### config.mk
export PLATFORM = sky130hd
export DESIGN_NAME = fmt_dec
export DESIGN_NICKNAME = d
export VERILOG_FILES = /design/src/rtl/fmt_dec_pkg.sv /design/src/rtl/fmt_dec.sv
export SDC_FILE = /design/constraint.sdc
export NUM_CORES = 1
export LEC_CHECK = 0
export BUFFER_PORTS_ARGS = -buffer_cell sky130_fd_sc_hd__clkbuf_2
export CAP_MARGIN = 30
export CELL_PAD_IN_SITES_DETAIL_PLACEMENT = 1
export CELL_PAD_IN_SITES_GLOBAL_PLACEMENT = 1
export CORE_MARGIN = 2
export CORE_UTILIZATION = 40
export DETAILED_ROUTE_END_ITERATION = 12
export PLACE_DENSITY = 0.71
export SLEW_MARGIN = 20
export SYNTH_ARGS = -nofsm -noshare
export SYNTH_HDL_FRONTEND = slang
export SYNTH_SLANG_ARGS = --single-unit
### constraint.sdc
create_clock -name CLK_SYS_IN -period 2.97 [get_ports CLK_SYS_IN]
set_clock_uncertainty 0.2 [all_clocks]
set_input_delay 0.4455 -clock CLK_SYS_IN [delete_from_list [all_inputs] [get_ports CLK_SYS_IN]]
set_output_delay 0.4455 -clock CLK_SYS_IN [all_outputs]
set_load 0.02 [all_outputs]
### src/rtl/fmt_dec_pkg.sv
// Constants for the instruction format decoder
package fmt_dec_pkg;
  localparam logic [7:0] ESC_CB    = 8'hCB;
  localparam logic [7:0] ESC_ED    = 8'hED;
  localparam logic [7:0] ESC_DD    = 8'hDD;
  localparam logic [7:0] ESC_FD    = 8'hFD;
  // Directive prefix is escape DD or FD followed by one of eight codes
  localparam logic [7:0] DIR_BASE  = 8'hC0;
  localparam logic [7:0] DIR_MASK  = 8'hF8;
  // Codes of the directive group that extend displacements (C1..C3)
  localparam logic [1:0] DIR_IM_LO = 2'h1;
  localparam logic [1:0] DIR_IM_HI = 2'h3;
  localparam logic [1:0] MAX_DISP  = 2'h3;
  localparam int         IMM_BYTES = 2;
  localparam logic [1:0] FMT_1     = 2'h0;
  localparam logic [1:0] FMT_2     = 2'h1;
  localparam logic [1:0] FMT_3     = 2'h2;
  localparam logic [1:0] FMT_4     = 2'h3;
  localparam logic [1:0] AM_NONE   = 2'h0;
  localparam logic [1:0] AM_FIRST  = 2'h1;
  localparam logic [1:0] AM_SECOND = 2'h2;
  // Immediate-word opcodes after ED CB: low three bits all ones, top set
  localparam logic [7:0] IMW_MASK  = 8'h87;
  localparam logic [7:0] IMW_VAL   = 8'h87;
endpackage : fmt_dec_pkg

### src/rtl/fmt_dec.sv
// Instruction format decoder: byte stream in, classified instruction out
`timescale 1ns/1ns
// How it works
// - Exactly one operation byte per instruction
// - Extract addressing and register fields from opcode
// - Separate addressing escapes from operation escapes
// - No escape is format one, single ED, DD or FD is two
// - Escape CB gives format three
// - ED then CB gives format four
// - DD and FD also act as operation escapes
// - Formats two and four: opcode follows escape directly
// - Indexed format three captures one displacement byte
// - After immediate directive, one to three displacement
// - Format four may take trailing immediate word
// - Addressing escape only as first byte
// - Addressing escape changes addressing field meaning
// - Same opcode decodes by its escape
// - Recognise eight decoder directive prefixes
// - Immediate directive extends following displacement
module fmt_dec
  import fmt_dec_pkg::*;
(
  // Clock and reset
  input  wire logic        CLK_SYS_IN,
  input  wire logic        RST_N_IN,
  // Fetch side
  input  wire logic        BYTE_VALID_IN,
  input  wire logic [7:0]  BYTE_IN,
  output logic             BYTE_READY_OUT,
  // Decoded instruction
  output logic             DONE_OUT,
  output logic [1:0]       FORMAT_OUT,
  output logic [1:0]       ADDR_ESC_OUT,
  output logic [7:0]       OPCODE_OUT,
  output logic [1:0]       OP_MODE_OUT,
  output logic [2:0]       OP_DST_OUT,
  output logic [2:0]       OP_SRC_OUT,
  output logic [23:0]      DISP_OUT,
  output logic [1:0]       DISP_LEN_OUT,
  output logic [15:0]      IMM_OUT,
  output logic             IMM_VALID_OUT,
  output logic             DIRECTIVE_OUT,
  output logic [2:0]       DIRECTIVE_CODE_OUT
);

  // ****************************************************************
  // Sequencer
  // ****************************************************************
  typedef enum {ST_FIRST, ST_AFTER_AM, ST_AFTER_ED, ST_DISP,
                ST_OPC_CB, ST_IMM} state_e;

  state_e      state_r;
  state_e      state_nxt;
  logic        take;
  logic [1:0]  am_r;
  logic [1:0]  fmt_r;
  logic [1:0]  disp_need_r;
  logic [1:0]  disp_cnt_r;
  logic [23:0] disp_r;
  logic        imm_cnt_r;
  logic [7:0]  imm_lo_r;
  logic [7:0]  opc_r;
  logic        ext_pend_r;
  logic [1:0]  ext_len_r;
  logic        is_dir;
  logic        fin_op;
  logic        fin_imm;
  logic        fin_dir;
  logic        need_imm;

  assign take = BYTE_VALID_IN & BYTE_READY_OUT;
  assign is_dir = ((BYTE_IN & DIR_MASK) == DIR_BASE);
  // Immediate word for selected format four opcodes
  assign need_imm = ((BYTE_IN & IMW_MASK) == IMW_VAL);

  always_comb begin
    state_nxt = state_r;
    fin_op    = 1'b0;
    fin_imm   = 1'b0;
    fin_dir   = 1'b0;
    if (take) begin
      case (state_r)
        ST_FIRST: begin
          if (BYTE_IN == ESC_DD || BYTE_IN == ESC_FD) begin
            state_nxt = ST_AFTER_AM;
          end else if (BYTE_IN == ESC_CB) begin
            state_nxt = ST_OPC_CB;
          end else if (BYTE_IN == ESC_ED) begin
            state_nxt = ST_AFTER_ED;
          end else begin
            fin_op = 1'b1;
          end
        end
        ST_AFTER_AM: begin
          if (is_dir) begin
            fin_dir   = 1'b1;
            state_nxt = ST_FIRST;
          end else if (BYTE_IN == ESC_CB) begin
            state_nxt = ST_DISP;
          end else if (BYTE_IN == ESC_ED) begin
            state_nxt = ST_AFTER_ED;
          end else begin
            fin_op = 1'b1;
          end
        end
        ST_AFTER_ED: begin
          if (BYTE_IN == ESC_CB) begin
            state_nxt = ST_OPC_CB;
          end else begin
            fin_op = 1'b1;
          end
        end
        ST_DISP: begin
          if (disp_cnt_r + 2'h1 >= disp_need_r) begin
            state_nxt = ST_OPC_CB;
          end
        end
        ST_OPC_CB: begin
          if (fmt_r == FMT_4 && need_imm) begin
            state_nxt = ST_IMM;
          end else begin
            fin_op = 1'b1;
          end
        end
        ST_IMM: fin_imm = imm_cnt_r;
        default: state_nxt = ST_FIRST;
      endcase
      if (fin_op || fin_imm) begin
        state_nxt = ST_FIRST;
      end
    end
  end

  always_ff @(posedge CLK_SYS_IN or negedge RST_N_IN) begin
    if (!RST_N_IN) begin
      state_r <= ST_FIRST;
    end else begin
      state_r <= state_nxt;
    end
  end

  // ****************************************************************
  // Escape and format tracking
  // ****************************************************************
  always_ff @(posedge CLK_SYS_IN or negedge RST_N_IN) begin
    if (!RST_N_IN) begin
      am_r  <= AM_NONE;
      fmt_r <= FMT_1;
    end else if (take) begin
      case (state_r)
        ST_FIRST: begin
          am_r <= (BYTE_IN == ESC_DD) ? AM_FIRST :
                  (BYTE_IN == ESC_FD) ? AM_SECOND : AM_NONE;
          fmt_r <= (BYTE_IN == ESC_CB) ? FMT_3 :
                   (BYTE_IN == ESC_ED) ? FMT_2 : FMT_1;
        end
        ST_AFTER_AM: begin
          fmt_r <= (BYTE_IN == ESC_CB) ? FMT_3 : FMT_2;
        end
        ST_AFTER_ED: begin
          if (BYTE_IN == ESC_CB) begin
            fmt_r <= FMT_4;
          end
        end
        default: fmt_r <= fmt_r;
      endcase
    end
  end

  // ****************************************************************
  // Displacement and directive extension
  // ****************************************************************
  always_ff @(posedge CLK_SYS_IN or negedge RST_N_IN) begin
    if (!RST_N_IN) begin
      ext_pend_r <= 1'b0;
      ext_len_r  <= 2'h1;
    end else if (fin_dir) begin
      ext_pend_r <= (BYTE_IN[1:0] >= DIR_IM_LO) && !BYTE_IN[2];
      ext_len_r  <= BYTE_IN[1:0];
    end else if (fin_op || fin_imm) begin
      ext_pend_r <= 1'b0;
      ext_len_r  <= 2'h1;
    end
  end

  always_ff @(posedge CLK_SYS_IN or negedge RST_N_IN) begin
    if (!RST_N_IN) begin
      disp_need_r <= 2'h1;
      disp_cnt_r  <= 2'h0;
      disp_r      <= 24'h000000;
    end else if (take && state_r == ST_AFTER_AM &&
                 BYTE_IN == ESC_CB) begin
      // One to three bytes after directive
      disp_need_r <= ext_pend_r ? ext_len_r : 2'h1;
      disp_cnt_r  <= 2'h0;
      disp_r      <= 24'h000000;
    end else if (take && state_r == ST_DISP) begin
      disp_r[disp_cnt_r*8 +: 8] <= BYTE_IN;
      disp_cnt_r                <= disp_cnt_r + 2'h1;
    end else if (take && state_r == ST_FIRST) begin
      disp_cnt_r <= 2'h0;
      disp_r     <= 24'h000000;
    end
  end

  // ****************************************************************
  // Immediate word
  // ****************************************************************
  always_ff @(posedge CLK_SYS_IN or negedge RST_N_IN) begin
    if (!RST_N_IN) begin
      imm_cnt_r <= 1'b0;
      imm_lo_r  <= 8'h00;
      opc_r     <= 8'h00;
    end else if (take && state_r == ST_IMM) begin
      imm_cnt_r <= ~imm_cnt_r;
      imm_lo_r  <= BYTE_IN;
    end else if (take && state_r == ST_OPC_CB) begin
      opc_r     <= BYTE_IN;
    end else if (take && state_r == ST_FIRST) begin
      imm_cnt_r <= 1'b0;
    end
  end

  // ****************************************************************
  // Output registers
  // ****************************************************************
  always_ff @(posedge CLK_SYS_IN or negedge RST_N_IN) begin
    if (!RST_N_IN) begin
      BYTE_READY_OUT     <= 1'b0;
      DONE_OUT           <= 1'b0;
      FORMAT_OUT         <= FMT_1;
      ADDR_ESC_OUT       <= AM_NONE;
      OPCODE_OUT         <= 8'h00;
      OP_MODE_OUT        <= 2'h0;
      OP_DST_OUT         <= 3'h0;
      OP_SRC_OUT         <= 3'h0;
      DISP_OUT           <= 24'h000000;
      DISP_LEN_OUT       <= 2'h0;
      IMM_OUT            <= 16'h0000;
      IMM_VALID_OUT      <= 1'b0;
      DIRECTIVE_OUT      <= 1'b0;
      DIRECTIVE_CODE_OUT <= 3'h0;
    end else begin
      BYTE_READY_OUT <= 1'b1;
      DONE_OUT       <= fin_op | fin_imm;
      DIRECTIVE_OUT  <= fin_dir;
      DIRECTIVE_CODE_OUT <= fin_dir ? BYTE_IN[2:0] : DIRECTIVE_CODE_OUT;
      if (fin_op) begin
        OPCODE_OUT    <= BYTE_IN;
        // Mode and register fields of opcode
        OP_MODE_OUT   <= BYTE_IN[7:6];
        OP_DST_OUT    <= BYTE_IN[5:3];
        OP_SRC_OUT    <= BYTE_IN[2:0];
        FORMAT_OUT    <= (state_r == ST_AFTER_AM) ? FMT_2 :
                         (state_r == ST_FIRST) ? FMT_1 : fmt_r;
        ADDR_ESC_OUT  <= (state_r == ST_FIRST) ? AM_NONE : am_r;
        DISP_OUT      <= (state_r == ST_OPC_CB) ? disp_r : 24'h000000;
        DISP_LEN_OUT  <= (state_r == ST_OPC_CB) ? disp_cnt_r : 2'h0;
        IMM_OUT       <= 16'h0000;
        IMM_VALID_OUT <= 1'b0;
      end else if (fin_imm) begin
        OPCODE_OUT    <= opc_r;
        OP_MODE_OUT   <= opc_r[7:6];
        OP_DST_OUT    <= opc_r[5:3];
        OP_SRC_OUT    <= opc_r[2:0];
        FORMAT_OUT    <= FMT_4;
        ADDR_ESC_OUT  <= am_r;
        DISP_OUT      <= 24'h000000;
        DISP_LEN_OUT  <= 2'h0;
        IMM_OUT       <= {BYTE_IN, imm_lo_r};
        IMM_VALID_OUT <= 1'b1;
      end
    end
  end
endmodule : fmt_dec

# Word-level counts from Yosys, hierarchy flattened
# Cells that the tools add are included.
[classes] n_reduce_logical=24 add_sub_neg=2 n_bitwise=4 n_shift=2 eq_ne=22 muxes=72 magnitude_cmp=2
[op_table] operator="$mux 32" count=9
[op_table] operator="$pmux 32 s6" count=1
[op_table] operator="$mux 24" count=6
[op_table] operator="$eq 32x2->1 const B" count=3
[op_table] operator="$eq 32x3->1 const B" count=3
[op_table] operator="$eq 32x4->1 const B" count=2
[op_table] operator="$logic_not 32->1" count=2
[op_table] operator="$mux 2" count=23
[op_table] operator="$neg 5->34" count=1
[op_table] operator="$shift 8x34->24 const A" count=1
[op_table] operator="$shiftx 8x34->24" count=1
[op_table] operator="$eq 32x1->1 const B" count=1
[op_table] operator="$eq 8x8->1 const B" count=4
[op_table] operator="$mux 16" count=2
[op_table] operator="$bwmux 24" count=1
[op_table] operator="$mux 1" count=22
[op_table] operator="$mux 8" count=2
[op_table] operator="$mux 3" count=4
[op_table] operator="$ne 3x3->1 const B" count=3
[op_table] operator="$logic_and 1x1->1" count=8
[op_table] operator="$ne 2x2->1 const B" count=3
[op_table] operator="$pmux 2 s3" count=1
[op_table] operator="$reduce_and 2->1" count=3
[op_table] operator="$reduce_bool 2->1" count=3
[op_table] operator="other kinds (15)" count=19
[totals] elab_cells=153 input_bits=11 regBits=153 out_inout_bits=69

# Depth between registers and ports, before layout
[logic_depth] ltp_word=10 depth_mapped=9

# Worst setup path before layout
# OpenSTA, ideal clock, no wires.
[synth_timing] path_type="register -> register" startpoint="reg disp_cnt_r[0]" endpoint="reg state_r[15]" n_path_buf=1 setup_slack_ns=0.534 arrival_time_ns=2.170 required_time_ns=2.704 path_stages_with_launch=10 path_cell_list="dfrtp_1 > inv_1 > ha_1 > ha_1 > a2111o_1 > o211ai_1 > a31oi_1 > a21oi_2 > clkbuf_2 > and2_1"
[synth_via] elab_chain_len=4
[synth_rtl] element="start: declaration" line_no="fmt_dec.sv:58" rtl="logic [1:0] disp_cnt_r;"
[synth_rtl] element="start signal: assignment" line_no="fmt_dec.sv:199" rtl="disp_cnt_r <= disp_cnt_r + 2'h1;"
[synth_rtl] element="$add 2x1->2" line_no="fmt_dec.sv:114" rtl="if (disp_cnt_r + 2'h1 >= disp_need_r) begin"
[synth_rtl] element="$ge 2x2->1" line_no="fmt_dec.sv:114"
[synth_rtl] element="$ne 3x3->1 (no line)"
[synth_rtl] element="$reduce_and 5->1 (no line)"
[synth_rtl] element="end signal: assignment" line_no="fmt_dec.sv:138" rtl="state_r <= state_nxt;"
[synth_rtl] element="end: declaration" line_no="fmt_dec.sv:52" rtl="state_e state_r;"
# No other way between the ends.
# A chain may end at the register's enable or synchronous reset.

# Worst setup path in the final report
[layout_timing] startpoint="reg state_r[5]" endpoint="reg disp_r[20]"
[layout_via] elab_chain_len=4 elab_cells_between_ends=10
[layout_rtl] element="$eq 32x3->1 or $eq 32x2->1 (tied branches)" line_no="fmt_dec.sv:197, fmt_dec.sv:191"
[layout_rtl] element="$logic_and 1x1->1, on equally long branches" line_no="fmt_dec.sv:197, fmt_dec.sv:191"
[layout_rtl] element="$mux 24 or $logic_and 1x1->1 (tied branches)" line_no="fmt_dec.sv:197, fmt_dec.sv:191"
[layout_rtl] element="$mux 24 or $reduce_bool 3->1 (tied branches)"
[layout_rtl] element="end signal: assignment" line_no="fmt_dec.sv:190" rtl="disp_r <= 24'h000000;"
[layout_rtl] element="end signal: assignment" line_no="fmt_dec.sv:196" rtl="disp_r <= 24'h000000;"
[layout_rtl] element="end signal: indexed assignment" line_no="fmt_dec.sv:198" rtl="disp_r[disp_cnt_r*8 +: 8] <= BYTE_IN;"
[layout_rtl] element="end: declaration" line_no="fmt_dec.sv:59" rtl="logic [23:0] disp_r;"
# Several ways; a longest one is shown, not always the timed one.

==> impl_metrics.py <==
metrics = {
    "logic_synthesis": {
        "synth_cells": 471,
        "yosysSeqAreaShare": 0.618,
        "synth_seq_cells": 145,
        "avgSynthCellArea_um2": 12.5,
        "yosys_warnings": 0,
        "synth_edf_count": 0,
        "yosys_most_used_dff": "dfrtp_1",
        "synth.distinct_cells": 53,
        "synthesis.nets": 488,
        "synthesis.area_um2": 5870,
        "async_flop_share": 1.00,
    },
    "routing": {
        "drtIter0Drc": 325,
        "via_per_inst": 5.61,
        "drt-pass1-iter-count": 7,
        "vias": 4270,
        "detail-route-antenna-nets": 0,
        "wl_per_cell_um": 20.8,
        "wl_um": 15800,
        "remaining_drc_errors": 0,
    },
    "worst_setup_path": {
        "arrival_ns": 2.93,
        "critPathKind": "reg -> reg",
        "max_stage_delay_ns": 0.53,
        "cp-start-kind": "flip-flop",
        "endpoint_kind": "flip-flop",
        "path_buf_inv": 0,
        "critical_path_peak_fanout": 8,
        "crit_family": "simple AND/OR/NAND/NOR gates",
        "slowest_stage": "or4_4",
        "required_ns": 3.12,
        "cp_cell_sequence": "nor4_1 > nand4_1 > or2_1 > or4_4 > and4bb_2 > a22o_1",
    },
    "timing": {
        "slew_headroom": 0.557,
        "min_period_over_period": 0.933,
        "setup_viol": 0,
        "final_hold_viol_count": 0,
        "final.min_clock_period_ns": 2.77,
        "worst_slew_pin_slew_ns": 0.660,
        "tns_ns": 0,
        "rsz0062_at_grt": "no",
        "hold_slack_ns": 0.201,
        "fmax_mhz": 361,
        "layout_setup_ws_ns": 0.199,
        "drv_slew": 0,
    },
    "die": {
        "rows": 44,
        "dieWidth_um": 125,
        "io_pins": 80,
        "die_y_um": 125,
        "initial_core_util": 0.407,
        "die-area_um2": 15700,
        "core_area_um2": 14400,
    },
    "clock_network": {
        "clock_tree.root_cell": "clkbuf_16",
        "clock-sinks": 145,
        "clock_path_buffers": 2,
        "postCtsSetupRepairBufs": 0,
        "htree_levels": 4,
        "cts_buffers": 17,
        "worstSkewPairLatency_ns": 0.43,
        "cts_tree": "yes",
        "clk_pin_slew_ns": 0.06,
    },
    "power_and_ir_drop": {
        "vdd_drop_max_mv": 0.442,
        "leakagePower_uw": 0.00365,
        "power_density_nw_per_um2": 619,
    },
    "placement": {
        "hpwl_um": 10800,
        "post-place-ws_ns": 0.143,
        "port_buffers": 79,
        "place_congestion": 0.851,
        "placed_area_um2": 6600,
    },
    "worst_hold_path": {
        "hp-class": "in -> reg",
    },
    "finish": {
        "multi_input_area_um2": 2010,
        "nNetsFinal": 581,
        "final_area_um2": 7210,
        "final_layout_size_suffix_gt1_frac": 0.300,
        "final_util": 0.500,
        "antennaDiodeCount": 0,
        "seq_area_um2": 3630,
        "nFillCells": 1514,
        "area_delta_synth_final_pct": 22.8,
    },
    "global_routing": {
        "antenna_found_initial": 0,
        "globalRouteOverflowTotal": 0,
        "track_usage": 0.214,
        "grt_max_degree": 65,
        "grt_pass1_wl_um": 25900,
        "grt_pass1_vias": 4609,
    },
    "flow_run": {
        "max_cap_viol_count": 0,
    },
    "status": {
        "status": "finished, final reports clean",
    },
}
sequential cells by signal, indices dropped and copies added (netlist names), 3 cells and up:
| register | cells |
|---|---|
| state_r | 32 |
| OPCODE_OUT | 8 |
| DIRECTIVE_CODE_OUT | 3 |
| imm_lo_r | 8 |
| DISP_OUT | 24 |
| disp_r | 24 |
| opc_r | 8 |
| IMM_OUT | 16 |
cell families after synthesis:
| family | share of synthesized area |
|---|---|
| mux | 0.0383 |
| other cells | 0.000639 |
| flops | 0.618 |
| buf+inv | 0.0415 |
| fa+ha+maj | 0.0128 |
| simple gates | 0.121 |
| compound gates | 0.168 |
report_power, final:
part | switching, µW | total (µW) | internal [µW]
registers | 25.1 | 2030 | 2010
logic | 197 | 280 | 83.6
clock network | 828 | 2160 | 1330
synth_stat cells, drive strengths merged (7+ instances only):
library cell  count  area share
dfrtp           143        0.61
a22o             64       0.095
nand2            36       0.023
and2             29       0.031
buf              20       0.024
mux2             20       0.038
clkbuf           18       0.012
o21ai            16       0.014
nor2             15       0.010
nor4             10       0.011
nand3             9      0.0077
a22oi             8       0.010
inv               8      0.0051
nand4             7      0.0085
final timing paths:
path,cells past startpoint,slack [ns],to,startpoint
worst max-delay path,6,0.20,disp_r[20],state_r[5]
worst min-delay path,2,0.20,opc_r[4],BYTE_IN[4]
worst max register to register,6,0.20,disp_r[20],state_r[5]
worst min register to register,1,0.28,IMM_VALID_OUT,IMM_VALID_OUT
max in group asynchronous,3,1.33,disp_need_r[0],RST_N_IN
min in group asynchronous,2,0.37,DISP_OUT[15],RST_N_IN
routing by layer:
metal / track usage / up-vias / wire length [µm]
met5: 0 / - / 0
met4: 0.0765 / 0 / 334
met3: 0.0518 / 23 / 649
met2: 0.350 / 105 / 7900
met1: 0.278 / 2236 / 6950
li1: - / 1906 / -
placed cells by master (no fill, tap or decap), types with 6 or more instances in the layout:
master and instances:
nand4_1 6, and2_1 29, nand2b_1 6, dfrtp_1 143, nor4_1 10, clkbuf_16 17
buf_4 27, clkbuf_2 78, nand2_1 36, nand3_1 8, mux2_2 20, inv_1 8
a22o_1 64, nor2_1 13, o21ai_0 13, a22oi_1 8, ha_1 6
layout make-up:
cell class	instances	share of cell area
flip-flops and latches	145	0.504
well taps	184	0.0319
inverters	8	0.00416
multi-input cells	280	0.279
clock buffers	24	0.0682
clock inverters	8	0.0141
repair buffers	112	0.0991
worst register-to-register path, stage by stage (launching register included):
cell and delay, ns:
dfrtp_1 0.37, nor4_1 0.36, nand4_1 0.26, or2_1 0.33
or4_4 0.53, and4bb_2 0.46, a22o_1 0.19
what timing repair did:
action                                  CTS  global route
hold endpoints to repair                 62             0
endpoints found under the setup margin    0            17
gates resized for setup                   0             2
hold buffers                              1             0
through the flow:
stage	std cells	power (µW)
2_1_floorplan	471	2210
3_3_place_gp	728	2340
3_5_place_dp	728	2350
4_1_cts	761	4490
5_1_grt	761	4620
6_report	761	4470
No activity file was read; power rests on OpenSTA's default activity.
